### config.mk
export PLATFORM = sky130hd
export DESIGN_NAME = link_err_regs
export DESIGN_NICKNAME = d
export VERILOG_FILES = /design/src/core/link_err_pkg.sv /design/src/core/sticky_bits.sv /design/src/core/hs_entry_timer.sv /design/src/core/link_err_regs.sv
export VERILOG_INCLUDE_DIRS = /design/src /design/src/core
export SDC_FILE = /design/constraint.sdc
export NUM_CORES = 1
export LEC_CHECK = 0
export BUFFER_PORTS_ARGS = -buffer_cell sky130_fd_sc_hd__buf_2
export CAP_MARGIN = 20
export CORE_MARGIN = 4
export CORE_UTILIZATION = 45
export CTS_BUF_LIST = sky130_fd_sc_hd__clkbuf_2
export CTS_CLUSTER_SIZE = 24
export DETAILED_ROUTE_END_ITERATION = 16
export HOLD_SLACK_MARGIN = 0.15
export PLACE_DENSITY = 0.74
export SETUP_SLACK_MARGIN = 0.3
export SYNTH_ARGS = -nofsm -noshare
export SYNTH_HDL_FRONTEND = slang
export SYNTH_SLANG_ARGS = --single-unit
### constraint.sdc
create_clock -name clock -period 3.4 [get_ports clock]
set_input_delay 0.17 -clock clock [delete_from_list [all_inputs] [get_ports clock]]
set_output_delay 0.17 -clock clock [all_outputs]
set_load 0.05 [all_outputs]
### src/core/link_err_consts.svh
// Offsets, field positions, reset values and counts of the link error block
`ifndef LINK_ERR_CONSTS_SVH
`define LINK_ERR_CONSTS_SVH
`define ERRF_IDX 10'h0c7
`define DLY_IDX 10'h0c9
`define CTRL_IDX 10'h0d0
`define IRQ_ST_IDX 10'h0d1
`define IRQ_EN_IDX 10'h0d2
`define IRQ_CLR_IDX 10'h0d3
`define BIT_CRC 10
`define BIT_ECC2 9
`define BIT_ECC1 8
`define BIT_CMD 7
`define BIT_LONG 4
`define BIT_LANE_CONTENTION_FLAG 2
`define BIT_VCM 0
`define CTRL_CHKDIS 0
`define CTRL_PREP 1
`define CTRL_ZERO 2
`define ERRF_W1C_MASK 16'h0791
`define ERRF_USED_MASK 16'h0795
`define ERRF_RSVD_MASK 32'hffff_f86a
`define DLY_RESET 16'h1402
`define NIBBLE_DIV 4
`define PREP_INHERENT 9'h004
`define RESP_OKAY 2'h0
`define RESP_SLVERR 2'h2
`endif

### src/core/link_err_pkg.sv
// Types shared by the link error and delay register block
`default_nettype none
package link_err_pkg;
  typedef struct packed {
    logic crc_fail;
    logic hdr_multi_bit;
    logic hdr_single_bit;
    logic cmd_fifo_overflow;
    logic long_fifo_overflow;
    logic lane_contention;
    logic channel_id_mismatch;
  } link_evt_t;
  typedef struct packed {
    logic [7:0] hs_zero_count;
    logic [7:0] hs_prepare_count;
  } hs_delay_t;
  typedef enum logic [1:0] {
    HS_IDLE = 2'b00,
    HS_PREP = 2'b01,
    HS_ZERO = 2'b11
  } hs_phase_t;
endpackage
`default_nettype wire

### src/core/sticky_bits.sv
// Vector of sticky flags, set by hardware and cleared by writing one
`default_nettype none
module sticky_bits #(
  parameter int W = 16
) (
  input wire logic clock,
  input wire logic nrst,
  input wire logic [W-1:0] set,
  input wire logic [W-1:0] clr,
  output logic [W-1:0] q
);
  logic [W-1:0] q_ff;
  logic [W-1:0] nxt_q;

  always_comb begin
    // Set wins, so an event in the clearing cycle is kept
    nxt_q = (q_ff & ~clr) | set;
  end

  always_ff @(posedge clock or negedge nrst) begin
    if (!nrst) begin
      q_ff <= '0;
    end else begin
      q_ff <= nxt_q;
    end
  end

  assign q = q_ff;
endmodule // sticky_bits
`default_nettype wire

### src/core/hs_entry_timer.sv
// HS-prepare and HS-zero sequencer counted in nibble clocks
`include "link_err_consts.svh"
`default_nettype none
module hs_entry_timer
  import link_err_pkg::*;
#(
  parameter int DIV = `NIBBLE_DIV
) (
  input wire logic clock,
  input wire logic nrst,
  input wire logic start,
  input wire hs_delay_t counts,
  output logic prep_on,
  output logic zero_on
);
  localparam int DW = (DIV > 1) ? $clog2(DIV) : 1;
  hs_phase_t phase_ff, nxt_phase;
  logic [DW-1:0] div_ff, nxt_div;
  logic [8:0] cnt_ff, nxt_cnt;
  logic [7:0] zero_ff, nxt_zero;
  logic tick;

  // Divider restarts at each start so every period is whole nibbles
  assign tick = (div_ff == DW'(DIV - 1));

  always_comb begin
    nxt_phase = phase_ff;
    nxt_cnt = cnt_ff;
    nxt_zero = zero_ff;
    nxt_div = (phase_ff == HS_IDLE || tick) ? '0 : div_ff + 1'b1;
    unique case (phase_ff)
      HS_IDLE: begin
        if (start) begin
          nxt_phase = HS_PREP;
          nxt_cnt = `PREP_INHERENT + {1'b0, counts.hs_prepare_count};
          nxt_zero = counts.hs_zero_count;
        end
      end
      HS_PREP: begin
        if (tick) begin
          if (cnt_ff == 9'h001) begin
            nxt_phase = (zero_ff == 8'h00) ? HS_IDLE : HS_ZERO;
            nxt_cnt = {1'b0, zero_ff};
          end else begin
            nxt_cnt = cnt_ff - 9'h001;
          end
        end
      end
      HS_ZERO: begin
        if (tick) begin
          if (cnt_ff == 9'h001) begin
            nxt_phase = HS_IDLE;
          end
          nxt_cnt = cnt_ff - 9'h001;
        end
      end
      default: begin
        nxt_phase = HS_IDLE;
      end
    endcase
  end

  always_ff @(posedge clock or negedge nrst) begin
    if (!nrst) begin
      phase_ff <= HS_IDLE;
      div_ff <= '0;
      cnt_ff <= '0;
      zero_ff <= '0;
    end else begin
      phase_ff <= nxt_phase;
      div_ff <= nxt_div;
      cnt_ff <= nxt_cnt;
      zero_ff <= nxt_zero;
    end
  end

  assign prep_on = (phase_ff == HS_PREP);
  assign zero_on = (phase_ff == HS_ZERO);

  // Helper: cycles spent in the current phase and captured prepare length
  logic [11:0] len_ff;
  logic [8:0] prep_len_ff;
  always_ff @(posedge clock or negedge nrst) begin
    if (!nrst) begin
      len_ff <= '0;
      prep_len_ff <= '0;
    end else begin
      len_ff <= (nxt_phase != phase_ff) ? 12'h000 : len_ff + 12'h001;
      if (phase_ff == HS_IDLE && start) begin
        prep_len_ff <= nxt_cnt;
      end
    end
  end
endmodule // hs_entry_timer
`default_nettype wire

### src/core/link_err_regs.sv
// Link error flags, HS entry delays and AXI4-Lite register slave
//
// Added by the designer: the AXI4-Lite register port.
`include "link_err_consts.svh"
`default_nettype none
module link_err_regs
  import link_err_pkg::*;
(
  input wire logic clock,
  input wire logic nrst,
  input wire logic [11:0] awaddr,
  input wire logic awvalid,
  output logic awready,
  input wire logic [31:0] wdata,
  input wire logic [3:0] wstrb,
  input wire logic wvalid,
  output logic wready,
  output logic [1:0] bresp,
  output logic bvalid,
  input wire logic bready,
  input wire logic [11:0] araddr,
  input wire logic arvalid,
  output logic arready,
  output logic [31:0] rdata,
  output logic [1:0] rresp,
  output logic rvalid,
  input wire logic rready,
  input wire link_evt_t evt,
  input wire logic hs_entry_start,
  output logic check_disable,
  output logic hs_prepare_on,
  output logic hs_zero_on,
  output logic irq
);
  logic nrst_meta_ff, nrst_sync_ff;
  logic aw_held_ff, nxt_aw_held;
  logic w_held_ff, nxt_w_held;
  logic [9:0] wr_sel_ff, nxt_wr_sel;
  logic [15:0] wdata_ff, nxt_wdata;
  logic [1:0] wstrb_ff, nxt_wstrb;
  logic bvalid_ff, nxt_bvalid;
  logic [1:0] bresp_ff, nxt_bresp;
  logic rvalid_ff, nxt_rvalid;
  logic [31:0] rdata_ff, nxt_rdata;
  logic [1:0] rresp_ff, nxt_rresp;
  logic wr_fire, wr_hit, rd_hit;
  logic [15:0] lane_mask, rd_val;
  hs_delay_t delay_ff, nxt_delay;
  logic check_disable_ff, nxt_check_disable;
  logic [15:0] irq_en_ff, nxt_irq_en;
  logic lane_contention_flag_ff, irq_ff, nxt_irq;
  logic [15:0] err_set, err_clr, irq_set, irq_clr, err_q, irq_q;

  // Reset released through two flops; asserted at once
  always_ff @(posedge clock or negedge nrst) begin
    if (!nrst) begin
      nrst_meta_ff <= 1'b0;
      nrst_sync_ff <= 1'b0;
    end else begin
      nrst_meta_ff <= 1'b1;
      nrst_sync_ff <= nrst_meta_ff;
    end
  end

  // Write channel: address and data taken in either order
  assign awready = !aw_held_ff && !bvalid_ff;
  assign wready = !w_held_ff && !bvalid_ff;
  assign wr_fire = aw_held_ff && w_held_ff && !bvalid_ff;
  assign lane_mask = {{8{wstrb_ff[1]}}, {8{wstrb_ff[0]}}};

  always_comb begin
    unique case (wr_sel_ff)
      `ERRF_IDX, `DLY_IDX, `CTRL_IDX: wr_hit = 1'b1;
      `IRQ_EN_IDX, `IRQ_CLR_IDX: wr_hit = 1'b1;
      default: wr_hit = 1'b0;
    endcase
  end

  always_comb begin
    nxt_aw_held = aw_held_ff;
    nxt_w_held = w_held_ff;
    nxt_wr_sel = wr_sel_ff;
    nxt_wdata = wdata_ff;
    nxt_wstrb = wstrb_ff;
    nxt_bvalid = bvalid_ff;
    nxt_bresp = bresp_ff;
    if (awvalid && awready) begin
      nxt_aw_held = 1'b1;
      nxt_wr_sel = awaddr[11:2];
    end
    if (wvalid && wready) begin
      nxt_w_held = 1'b1;
      nxt_wdata = wdata[15:0];
      nxt_wstrb = wstrb[1:0];
    end
    if (wr_fire) begin
      nxt_aw_held = 1'b0;
      nxt_w_held = 1'b0;
      nxt_bvalid = 1'b1;
      nxt_bresp = wr_hit ? `RESP_OKAY : `RESP_SLVERR;
    end else if (bvalid_ff && bready) begin
      nxt_bvalid = 1'b0;
    end
  end

  always_ff @(posedge clock or negedge nrst_sync_ff) begin
    if (!nrst_sync_ff) begin
      aw_held_ff <= 1'b0;
      w_held_ff <= 1'b0;
      wr_sel_ff <= '0;
      wdata_ff <= '0;
      wstrb_ff <= '0;
      bvalid_ff <= 1'b0;
      bresp_ff <= `RESP_OKAY;
    end else begin
      aw_held_ff <= nxt_aw_held;
      w_held_ff <= nxt_w_held;
      wr_sel_ff <= nxt_wr_sel;
      wdata_ff <= nxt_wdata;
      wstrb_ff <= nxt_wstrb;
      bvalid_ff <= nxt_bvalid;
      bresp_ff <= nxt_bresp;
    end
  end

  assign bvalid = bvalid_ff;
  assign bresp = bresp_ff;

  // Read channel: one read in flight, data one cycle after address
  assign arready = !rvalid_ff;

  always_comb begin
    rd_hit = 1'b1;
    unique case (araddr[11:2])
      // Contention is a live level; reserved bits forced low
      `ERRF_IDX: rd_val = (err_q | (16'(evt.lane_contention) << `BIT_LANE_CONTENTION_FLAG))
        & `ERRF_USED_MASK;
      `DLY_IDX: rd_val = delay_ff;
      `CTRL_IDX: rd_val = (16'(check_disable_ff) << `CTRL_CHKDIS)
        | (16'(hs_prepare_on) << `CTRL_PREP)
        | (16'(hs_zero_on) << `CTRL_ZERO);
      `IRQ_ST_IDX: rd_val = irq_q;
      `IRQ_EN_IDX: rd_val = irq_en_ff;
      `IRQ_CLR_IDX: rd_val = 16'h0000;
      default: begin
        rd_val = 16'h0000;
        rd_hit = 1'b0;
      end
    endcase
  end

  always_comb begin
    nxt_rvalid = rvalid_ff;
    nxt_rdata = rdata_ff;
    nxt_rresp = rresp_ff;
    if (arvalid && arready) begin
      nxt_rvalid = 1'b1;
      nxt_rdata = {16'h0000, rd_val};
      nxt_rresp = rd_hit ? `RESP_OKAY : `RESP_SLVERR;
    end else if (rvalid_ff && rready) begin
      nxt_rvalid = 1'b0;
    end
  end

  always_ff @(posedge clock or negedge nrst_sync_ff) begin
    if (!nrst_sync_ff) begin
      rvalid_ff <= 1'b0;
      rdata_ff <= '0;
      rresp_ff <= `RESP_OKAY;
    end else begin
      rvalid_ff <= nxt_rvalid;
      rdata_ff <= nxt_rdata;
      rresp_ff <= nxt_rresp;
    end
  end

  assign rvalid = rvalid_ff;
  assign rdata = rdata_ff;
  assign rresp = rresp_ff;

  // Register writes and event collection
  always_comb begin
    nxt_delay = delay_ff;
    nxt_check_disable = check_disable_ff;
    nxt_irq_en = irq_en_ff;
    err_clr = '0;
    irq_clr = '0;
    if (wr_fire) begin
      unique case (wr_sel_ff)
        `ERRF_IDX: err_clr = wdata_ff & lane_mask & `ERRF_W1C_MASK;
        `DLY_IDX: nxt_delay = (delay_ff & ~lane_mask)
          | (wdata_ff & lane_mask);
        `CTRL_IDX: begin
          if (wstrb_ff[0]) begin
            nxt_check_disable = wdata_ff[`CTRL_CHKDIS];
          end
        end
        `IRQ_EN_IDX: nxt_irq_en = ((irq_en_ff & ~lane_mask)
          | (wdata_ff & lane_mask)) & `ERRF_USED_MASK;
        `IRQ_CLR_IDX: irq_clr = wdata_ff & lane_mask;
        default: begin
        end
      endcase
    end
    // Checks disabled: header and payload errors are not recorded
    err_set = '0;
    err_set[`BIT_CRC] = evt.crc_fail && !check_disable_ff;
    err_set[`BIT_ECC2] = evt.hdr_multi_bit && !check_disable_ff;
    err_set[`BIT_ECC1] = evt.hdr_single_bit && !check_disable_ff;
    err_set[`BIT_CMD] = evt.cmd_fifo_overflow;
    err_set[`BIT_LONG] = evt.long_fifo_overflow;
    err_set[`BIT_VCM] = evt.channel_id_mismatch;
    irq_set = err_set;
    irq_set[`BIT_LANE_CONTENTION_FLAG] = evt.lane_contention && !lane_contention_flag_ff;
    nxt_irq = |(irq_q & irq_en_ff);
  end

  always_ff @(posedge clock or negedge nrst_sync_ff) begin
    if (!nrst_sync_ff) begin
      delay_ff <= `DLY_RESET;
      check_disable_ff <= 1'b0;
      irq_en_ff <= '0;
      lane_contention_flag_ff <= 1'b0;
      irq_ff <= 1'b0;
    end else begin
      delay_ff <= nxt_delay;
      check_disable_ff <= nxt_check_disable;
      irq_en_ff <= nxt_irq_en;
      lane_contention_flag_ff <= evt.lane_contention;
      irq_ff <= nxt_irq;
    end
  end

  sticky_bits #(.W(16)) u_err_flags (
    .clock(clock),
    .nrst(nrst_sync_ff),
    .set(err_set),
    .clr(err_clr),
    .q(err_q)
  );

  sticky_bits #(.W(16)) u_irq_flags (
    .clock(clock),
    .nrst(nrst_sync_ff),
    .set(irq_set),
    .clr(irq_clr),
    .q(irq_q)
  );

  hs_entry_timer #(.DIV(`NIBBLE_DIV)) u_hs_timer (
    .clock(clock),
    .nrst(nrst_sync_ff),
    .start(hs_entry_start),
    .counts(delay_ff),
    .prep_on(hs_prepare_on),
    .zero_on(hs_zero_on)
  );

  assign check_disable = check_disable_ff;
  assign irq = irq_ff;
endmodule // link_err_regs
`default_nettype wire

* Word level (Yosys, flattened, before mapping)
Index checks and enable logic that the tools add are counted.
** Operators by class
- Divide/modulo/power cells :: 0
- Bitwise logic cells :: 16
- Add/sub/neg operators :: 3
- Muxes and demuxes :: 30
- Order comparisons :: 0
- Reduce and logical (&&, ||, !) cells :: 36
- Equal/unequal tests :: 20
- $mul :: 0
- Shift operators :: 0
** Operators with widths (number)
- 10-bit by 8-bit equality test with 1-bit output, second input constant :: 11
- 16-bit case mux with 5 select lines :: 1
- 16-bit bitwise AND :: 4
- 9-bit two-way mux :: 4
- 16-bit two-way mux :: 2
- 16-bit NOT :: 2
- 16-bit by 11-bit OR with 16-bit output :: 2
- 9-bit case mux with 3 select lines :: 1
- 11-bit two-way mux :: 2
- 2-bit two-way mux :: 9
- 16-bit by 11-bit bitwise AND with 16-bit output :: 1
- 11-bit NOT with 16-bit output :: 1
- 16-bit OR :: 1
- 16-bit OR reduction :: 1
- 1-bit logical AND :: 13
- 11-bit bitwise AND :: 1
- 11-bit OR :: 1
- 11-bit by 3-bit OR with 11-bit output :: 1
- 1-bit two-way mux :: 10
- 3-bit by 8-bit adder with 9-bit output, first input constant :: 1
- 9-bit by 1-bit equality test with 1-bit output, second input constant :: 1
- 9-bit by 1-bit subtractor with 9-bit output, second input constant :: 1
- 8-bit logical NOT :: 1
- 2-bit by 1-bit != test with 1-bit output, second input constant :: 4
- other kinds (18) :: 29
** Storage, ports and cells
- Register bits after elaboration :: 133
- Bits in writable memories :: 0
- Logic and storage cells :: 129
- Bits in read-only memories :: 0
- Input bits :: 75
- Bits in latches :: 0
- Memories :: 0

* Logic depth before layout (Yosys ltp)
Gate-level depths: netlist (run 1).
- Depth after elaboration :: 6
- Mapped depth :: 7

* By module
A second synthesis (run 1) with hierarchy kept.
** Unflattened totals
- Cells, all modules :: 595
- Area, all modules :: 6454.9 um^2
** By module, submodules not included
- link_err_regs :: area each 3807.4 um^2, instances 1, cells each 325, sequential area each 1955.6 um^2
- hs_entry_timer :: area each 1486.4 um^2, instances 1, cells each 174, sequential area each 525.5 um^2
- sticky_bits :: area each 580.6 um^2, instances 2, cells each 48, sequential area each 400.4 um^2

* Worst setup path before layout (run 1)
OpenSTA, ideal clock, no wires.
- Kind :: register to register
- From :: register bvalid_ff (netlist: bvalid)
- To :: register wdata_ff[13]
- Period minus slack after synthesis :: 2628 ps
- Arrival time :: 2503 ps
- Data required time :: 3275 ps
- Library setup time :: 125 ps
- Stages on the path, launching flop included :: 6
- Buffers on the path :: 2
- Setup slack :: 772 ps
- Path through :: dfrtp_1 > nor2_1 > and2_1 > clkbuf_1 > buf_1 > mux2_2
** Between the ends
- Longest elaborated chain between the ends :: 3
** RTL lines
- start, declared :: line link_err_regs.sv:41 : logic bvalid_ff, nxt_bvalid;
- start signal, assigned :: line link_err_regs.sv:121 : bvalid_ff <= nxt_bvalid;
- 1-bit logical NOT :: line link_err_regs.sv:67 : assign wready = !w_held_ff && !bvalid_ff;
- 1-bit logical AND :: line link_err_regs.sv:67
- named net wready :: line link_err_regs.sv:17 : output logic wready,
- 1-bit logical AND :: line link_err_regs.sv:91 : if (wvalid && wready) begin
- end signal, assigned :: line link_err_regs.sv:119 : wdata_ff <= nxt_wdata;
- end, declared :: line link_err_regs.sv:39 : logic [15:0] wdata_ff, nxt_wdata;
The timed path passes the listed nets, and every way through them passes these cells.
A chain may end at the register's enable or synchronous reset.

* Worst setup path in the final report (run 1)
- From :: input port araddr[4]
- To :: register rdata_ff[1] (netlist: rdata[1])
** Between the ends
- Longest elaborated chain between the ends :: 2
- Elaborated cells on any way between the ends :: 6
- Those cells by class :: eq/ne: 5; mux: 1
** RTL lines
- start, declared :: line link_err_regs.sv:21 : input wire logic [11:0] araddr,
- 10-bit by 8-bit equality test with 1-bit output :: line link_err_regs.sv:134 : unique case (araddr[11:2])
- 16-bit case mux with 5 select lines (*) :: line link_err_regs.sv:134
- end signal, assigned :: line link_err_regs.sv:172 : rdata_ff <= nxt_rdata;
- end, declared :: line link_err_regs.sv:44 : logic [31:0] rdata_ff, nxt_rdata;
Mark *: on every way between the ends. The rest lies on a longest branch, timed or not.

==> results.toml, run 1 <==
[run_status]
outcome = "complete, no violations"

[grt]
overflow = 0
first_global_vias = 4988
grt_antenna_before_repair = 1
globalRouteTotalUtil_pct = 21.1
grt_pass1_wl_mm = 24.7
grt_max_degree = 65

[finish]
final_layout_size_suffix_gt1_share_pct = 24.4
seq_area_um2 = 3040
nNetsFinal = 792
num-fill-cells = 1085
areaGrowthSynthToFinish_pct = 24.8
multiInputGateArea_um2 = 2590
design_area_um2 = 7400

[drt]
via_per_inst = 5.49
vias = 4934
drt_drc_violations_left = 0
ant_nets = 0
initialDrtViolationCount = 344
drt_first_pass_iters = 5
routed_wirelength_mm = 15.0
post_drt_wl_per_cell_um = 16.6

[clock_network]
clock_tree.htree_level_count = 4
max-clock-path-buffers = 2
numCtsBuffers = 17
tritoncts = "yes"
clk_root_buffer_cell = "clkbuf_2"
clkLatencyLatePin_ns = 0.70
post_cts_resized = 0
clock-sinks = 121
clkSlewWorstSetupHoldPaths_ns = 0.18

[floorplan]
core-area_um2 = 12800
floorplan.die_area_um2 = 15100
floorplan.initialDensity_pct = 46.4
floorplan.die.height_um = 123
dieWidth_um = 123
placementRows = 41
io-pin-count = 120

[yosys]
async_reset_ff_share_pct = 100
ff_latch_count_synth = 121
number_of_cells_produced_by_synthesis = 561
synthDistinctLibCells = 71
synth_largest_type_area_fraction_pct = 49.8
yosysSeqAreaShare_pct = 51.1
yosys_most_used_dff = "dfrtp_1"
synth-edff-count = 0
netlist.top_cell.by_area = "dfrtp_1"
leading_post_synthesis_cells_by_cell_area = "dfrtp_1 (50%), mux2_2 (7.6%), nand2_1 (3.5%), o21ai_0 (3.5%), a22oi_1 (2.3%)"
synth-warning-count = 0
synth_area_per_cell_um2 = 10.6
netlist_area_um2 = 5930

[worst_hold_path]
hold_start = "wdata[7]"
class_of_the_most_critical_hold_timing_path = "input pin to flop"
hold-path-cell-count = 4
timing.hold.worst_endpoint = "wdata_ff[7]$_DFFE_PN0P_"

[worst_setup_path]
rr_startpoint = "bvalid$_DFFE_PN0P_"
slowest_delay_ns = 0.65
crit_path_cell_trace = "dlygate4sd3_1, buf_2, or4b_1, nor3_1, nand4_1, dlygate4sd3_1, a22oi_1, dlygate4sd3_1"
reg2reg_slack_ns = 1.04
criticalPathCategory = "input pin to flop"
arrival_time_at_the_worst_endpoint_ns = 3.27
rr_worst_depth = 5
required_ns = 4.04
worst_setup_path_end_kind = "flop"
startpoint_type = "input pin"
cp_max_fo = 5
critPathMostFrequentCell = "dlygate4sd3_1"
critPathSlowestCell = "or4b_1"

[power_and_ir_drop]
leakagePower_uw = 0.00330
p_per_area_nw_per_um2 = 497
vdd_ir_drop_max_mv = 0.477

[timing]
drv_slew = 0
hold_viol = 0
period_minus_slack_ns = 2.62
finalCritPeriodShare_pct = 77.1
fin_skew_ns = 0.0266
grt_setup_unrepaired = "false"
fmax_mhz = 381
totalNegativeSetupSlack_ns = 0
setup_viol = 0
worst_slew_pin_slew_ns = 0.916
slew-limit-headroom_pct = 38.9

[placement]
placement.io_buffers = 79
gp_routability_congestion = 0.894
place.detailed.hpwl_mm = 10.5
placed_area_um2 = 6420

[flow_run]
drv.max_cap_violation_count = 0
power by group:
| part | switching [µW] | leakage (µW) | internal, µW | total (µW) |
|---|---|---|---|---|
| Clock | 558 | 0.000132 | 401 | 959 |
| Sequential | 188 | 0.00146 | 1650 | 1840 |
| Combinational | 465 | 0.00171 | 416 | 881 |
| Total | 1210 | 0.00330 | 2470 | 3680 |
synth_stat cells (2+ instances only):
cell       instances
dfrtp_1          118
nand2_1           56
o21ai_0           42
mux2_2            40
inv_1             33
nor2_1            21
a22oi_1           18
buf_4             18
nor3_1            15
a21boi_0          14
clkbuf_1          14
nand3_1           11
a21oi_1           10
mux2i_1            9
o31ai_1            9
nand2b_1           8
nor4_1             8
a22o_1             6
nand3b_1           6
nor3b_1            6
and3_1             5
buf_2              5
nor2b_1            5
buf_1              4
ha_1               4
nand4_1            4
or3b_2             4
a21o_1             3
dfstp_2            3
o221ai_1           3
o22ai_1            3
or3_1              3
or4_1              3
xnor2_1            3
a211oi_1           2
a222oi_1           2
a31oi_1            2
buf_6              2
conb_1             2
nor3_2             2
nor4_4             2
o21bai_1           2
o2bb2ai_1          2
or4b_2             2
repair_timing:
item	4_1_cts	5_1_grt
setup buffers	0	0
hold endpoints to repair	76	1
hold buffers	72	1
worst max-delay path: cells and delay by family:
kind	cells	cell delay (ns)
AO/OA/AOI/OAI	1	0.15
AND/OR/NAND/NOR	3	1.14
buffers and inverters	4	1.80
cells in the final DEF (no fill, tap or decap), types with 4 or more instances in the layout:
master / n
a21boi_0: 14
nor2_1: 21
nand3b_1: 6
clkbuf_2: 18
and3_1: 5
a22o_1: 6
nor3_1: 15
nand4_1: 4
nand2b_1: 8
a22oi_1: 18
o21ai_0: 42
clkinv_1: 4
dfrtp_1: 117
buf_4: 6
nor2b_1: 5
inv_1: 33
conb_1: 19
nor3b_1: 6
buf_2: 79
nor4_1: 8
a21oi_1: 10
mux2i_1: 9
clkinvlp_4: 5
or3b_2: 4
mux2_2: 40
ha_1: 4
nand3_1: 11
nand2_1: 56
o31ai_1: 9
dlygate4sd3_1: 73
logic make-up after synthesis:
family | synth area share, %
compound gates | 15.7
xor+xnor | 0.443
fa+ha+maj | 0.844
flops | 51.1
other cells | 0.127
buf+inv | 6.31
mux | 9.12
simple gates | 16.3
stage by stage:
step | cells | setup WS, ns | hold WS, ns | util, % | total power, µW
2_1_floorplan | 578 | 0.772 | -0.126 | - | 2380
3_3_place_gp | 793 | 1.14 | -0.0449 | 50.3 | 2540
3_5_place_dp | 793 | 1.10 | -0.0432 | 50.3 | 2590
4_1_cts | 897 | 0.855 | 0.151 | 57.8 | 3690
5_1_grt | 899 | 0.638 | 0.156 | 57.9 | 3870
6_report | 899 | 0.778 | 0.204 | 57.9 | 3680
cell type report:
class                      instances  area share, %
sequential                       121           41.0
multi-input combinational        381           34.9
timing repair buffer             159           16.1
tap                              172           2.91
clock inverter                    14           2.11
inverter                          33           1.67
clock buffer                      18           1.22
antenna                            1         0.0338
worst max path at each step:
stage,startpoint,to,cells after the start
6_report,araddr[4],rdata[1]$_DFFE_PN0P_,8
5_1_grt,araddr[4],rdata[4]$_DFFE_PN0P_,8
4_1_cts,araddr[4],rdata[1]$_DFFE_PN0P_,8
3_5_place_dp,bvalid$_DFFE_PN0P_,flop,5
3_3_place_gp,bvalid$_DFFE_PN0P_,flop,5
2_1_floorplan,bvalid$_DFFE_PN0P_,wdata_ff[13]$_DFFE_PN0P_,5
routing by layer:
layer | share of wire, % | wire [µm] | global-route usage [%]
met5 | 0 | 0 | 0
met4 | 2.3 | 349 | 7.98
met3 | 7.3 | 1090 | 5.02
met2 | 46 | 6920 | 33.5
met1 | 44 | 6610 | 28.0
(Power assumes the default switching activity.)
==> run 2, diff against run 1 <==
--- a/config.mk
+++ b/config.mk
@@ -6,6 +6,7 @@
 export SDC_FILE = /design/constraint.sdc
 export NUM_CORES = 1
 export LEC_CHECK = 0
+export ABC_AREA = 1
 export BUFFER_PORTS_ARGS = -buffer_cell sky130_fd_sc_hd__buf_2
 export CAP_MARGIN = 20
 export CORE_MARGIN = 4
==> constraint.sdc (replaced) <==
create_clock -name clock -period 2.2 [get_ports clock]
set_input_delay 0.11 -clock clock [delete_from_list [all_inputs] [get_ports clock]]
set_output_delay 0.11 -clock clock [all_outputs]
set_load 0.05 [all_outputs]
==> results.toml, run 2 <==
[timing]
setup_viol = 0
period_minus_slack_ns = 1.91
fin_skew_ns = 0.0264
hold_viol = 0
drv_slew = 0
fin_worst_hold_slack_ns = 0.213
totalNegativeSetupSlack_ns = 0
finalCritPeriodShare_pct = 87.0
fmax_mhz = 523
grt_setup_unrepaired = "true"

[yosys]
synth-edff-count = 0
synth_area_per_cell_um2 = 8.49
synth_largest_type_area_fraction_pct = 48.8
netlist_area_um2 = 6050
yosysMostFrequentCell = "nand2_1"
yosysSeqAreaShare_pct = 50.1
synthDistinctLibCells = 40
netlist.top_cell.by_area = "dfrtp_1"
synthTopCellsByCount = "nand2_1 (161), dfrtp_1 (118), inv_1 (74)"
async_reset_ff_share_pct = 100
yosys_most_used_dff = "dfrtp_1"
leading_post_synthesis_cells_by_cell_area = "dfrtp_1 (49%), nand2_1 (10%), inv_1 (4.6%), nor2_1 (4.3%), nand4_1 (3.2%)"
number_of_cells_produced_by_synthesis = 713
synth-warning-count = 0
ff_latch_count_synth = 121

[floorplan]
floorplan.die_area_um2 = 15400
io-pin-count = 120
placementRows = 42
core-area_um2 = 13200
floorplan.initialDensity_pct = 45.9
dieWidth_um = 124
floorplan.die.height_um = 124

[clock_network]
clkLatencyLatePin_ns = 0.71
max-clock-path-buffers = 2
clock-sinks = 121
clock_tree.htree_level_count = 4
clkSlewWorstSetupHoldPaths_ns = 0.17
clk_root_buffer_cell = "clkbuf_2"
tritoncts = "yes"
numCtsBuffers = 17

[grt]
first_global_vias = 5503
grt_max_degree = 47
grt_pass1_wl_mm = 26.7
grt_antenna_before_repair = 0
globalRouteTotalUtil_pct = 22.8
overflow = 0

[flow_run]
drv.max_cap_violation_count = 0

[finish]
multiInputGateArea_um2 = 2540
design_area_um2 = 7940
diodes = 0
layout_common_cells = "nand2_1 (161), dfrtp_1 (113), dlygate4sd3_1 (108), buf_2 (76), inv_1 (72)"
layout_commonest_cell = "nand2_1"
final_layout_size_suffix_gt1_share_pct = 20.6
seq_area_um2 = 3040
nNetsFinal = 994
areaGrowthSynthToFinish_pct = 31.1
num-fill-cells = 1113

[drt]
drt_first_pass_iters = 7
routed_wirelength_mm = 16.7
drt_drc_violations_left = 0
ant_nets = 0
initialDrtViolationCount = 465
vias = 5534
post_drt_wl_per_cell_um = 15.1
via_per_inst = 5.01

[worst_hold_path]
class_of_the_most_critical_hold_timing_path = "input pin to flop"
hold_start = "evt[1]"

[worst_setup_path]
criticalPathCategory = "input pin to flop"
rr_startpoint = "u_hs_timer.phase_ff[1]$_DFFE_PN0P_"
worst_setup_path_end_kind = "flop"
arrival_time_at_the_worst_endpoint_ns = 2.57
required_ns = 2.86
slowest_delay_ns = 0.75
startpoint_type = "input pin"
cp_max_fo = 19
crit_start = "araddr[11]"
critPathSlowestCell = "dlygate4sd3_1"
crit_path_cell_trace = "dlygate4sd3_1, buf_2, nor2_1, buf_4, nand3_2, dlygate4sd3_1, o22ai_1, nand2_1, nand2_1"

[power_and_ir_drop]
vdd_ir_drop_max_mv = 0.756
leakagePower_uw = 0.00389
p_per_area_nw_per_um2 = 729

[placement]
place.detailed.hpwl_mm = 10.6
gp_routability_congestion = 0.850
placement.io_buffers = 79
placed_area_um2 = 6600

[run_status]
outcome = "complete, no violations"
run 2: cell count changes in the layout (fill, tap and decap cells not counted), moves of 14 or more:
| cell | previous run | this run |
|---|---|---|
| a21boi_0 | 14 | 0 |
| a21oi_1 | 10 | 34 |
| a22oi_1 | 18 | 0 |
| dlygate4sd3_1 | 73 | 108 |
| inv_1 | 33 | 72 |
| mux2_2 | 40 | 7 |
| nand2_1 | 56 | 161 |
| nand3_1 | 11 | 37 |
| nand4_1 | 4 | 31 |
| nor2_1 | 21 | 67 |
| o21ai_1 | 0 | 15 |
| o21ai_2 | 0 | 17 |
run 2: final cells by class:
cell class / instances / area share [%]
repair buffers: 202 / 20.6
flip-flops and latches: 121 / 38.3
multi-input cells: 492 / 32.1
clock inverters: 12 / 1.06
clock buffers: 20 / 1.26
inverters: 81 / 3.93
well taps: 176 / 2.78
run 2: routing by layer:
| layer | vias to the layer above | track usage (%) | wire length (µm) | part of all wire (%) |
|---|---|---|---|---|
| li1 | 2715 | - | - | - |
| met1 | 2611 | 27.2 | 6970 | 42 |
| met2 | 172 | 39.3 | 8500 | 51 |
| met3 | 36 | 5.50 | 782 | 4.7 |
| met4 | 0 | 10.1 | 454 | 2.7 |
| met5 | - | 0 | 0 | 0 |
run 2: report_power, final:
| part | internal (µW) | switching [µW] |
|---|---|---|
| Clock | 395 | 820 |
| Sequential | 2550 | 234 |
| Combinational | 661 | 1130 |
| Total | 3600 | 2180 |
run 2: metrics by stage:
stage	worst slack [ns]	utilization (%)	cells	total power, µW
finish	0.286	60.2	1104	5790
floorplan	0.262	-	730	3870
global route	0.279	60.2	1104	6130
CTS	0.229	59.7	1101	5700
detailed placement	0.520	50.0	959	4230
global placement	0.555	50.0	959	4190
run 2: logic make-up after synthesis:
logic type | synth area share, %
adder cells (fa/ha/maj) | 0.827
XOR/XNOR | 0.434
buffers and inverters | 9.20
AO/OA/AOI/OAI | 11.9
other | 0.124
AND/OR/NAND/NOR | 26.1
multiplexers | 1.30
flip-flops | 50.1
run 2: final timing paths:
kind	endpoint	slack, ns	depth (start not counted)
max	rdata[6]$_DFFE_PN0P_	0.29	9
min	u_irq_flags.q[2]$_DFF_PN0_	0.21	4
max reg2reg	rdata[2]$_DFFE_PN0P_	0.33	7
min reg2reg	async pin	0.28	0
max in group asynchronous	async pin	1.27	1
min in group asynchronous	nrst_sync_ff$_DFF_PN0_	0.23	3
run 2: repair_timing:
| action | in CTS | in global routing |
|---|---|---|
| resized for setup | 3 | 10 |
| pin swaps | 0 | 1 |
| hold buffers | 108 | 1 |
| setup endpoints to repair | 2 | 14 |
| setup buffers | 2 | 2 |
| hold endpoints to repair | 84 | 1 |
run 2: worst max-delay path: cells and delay by family:
kind	cells	cell delay, ns
simple gates	4	0.52
compound gates	1	0.22
buf+inv	4	1.70
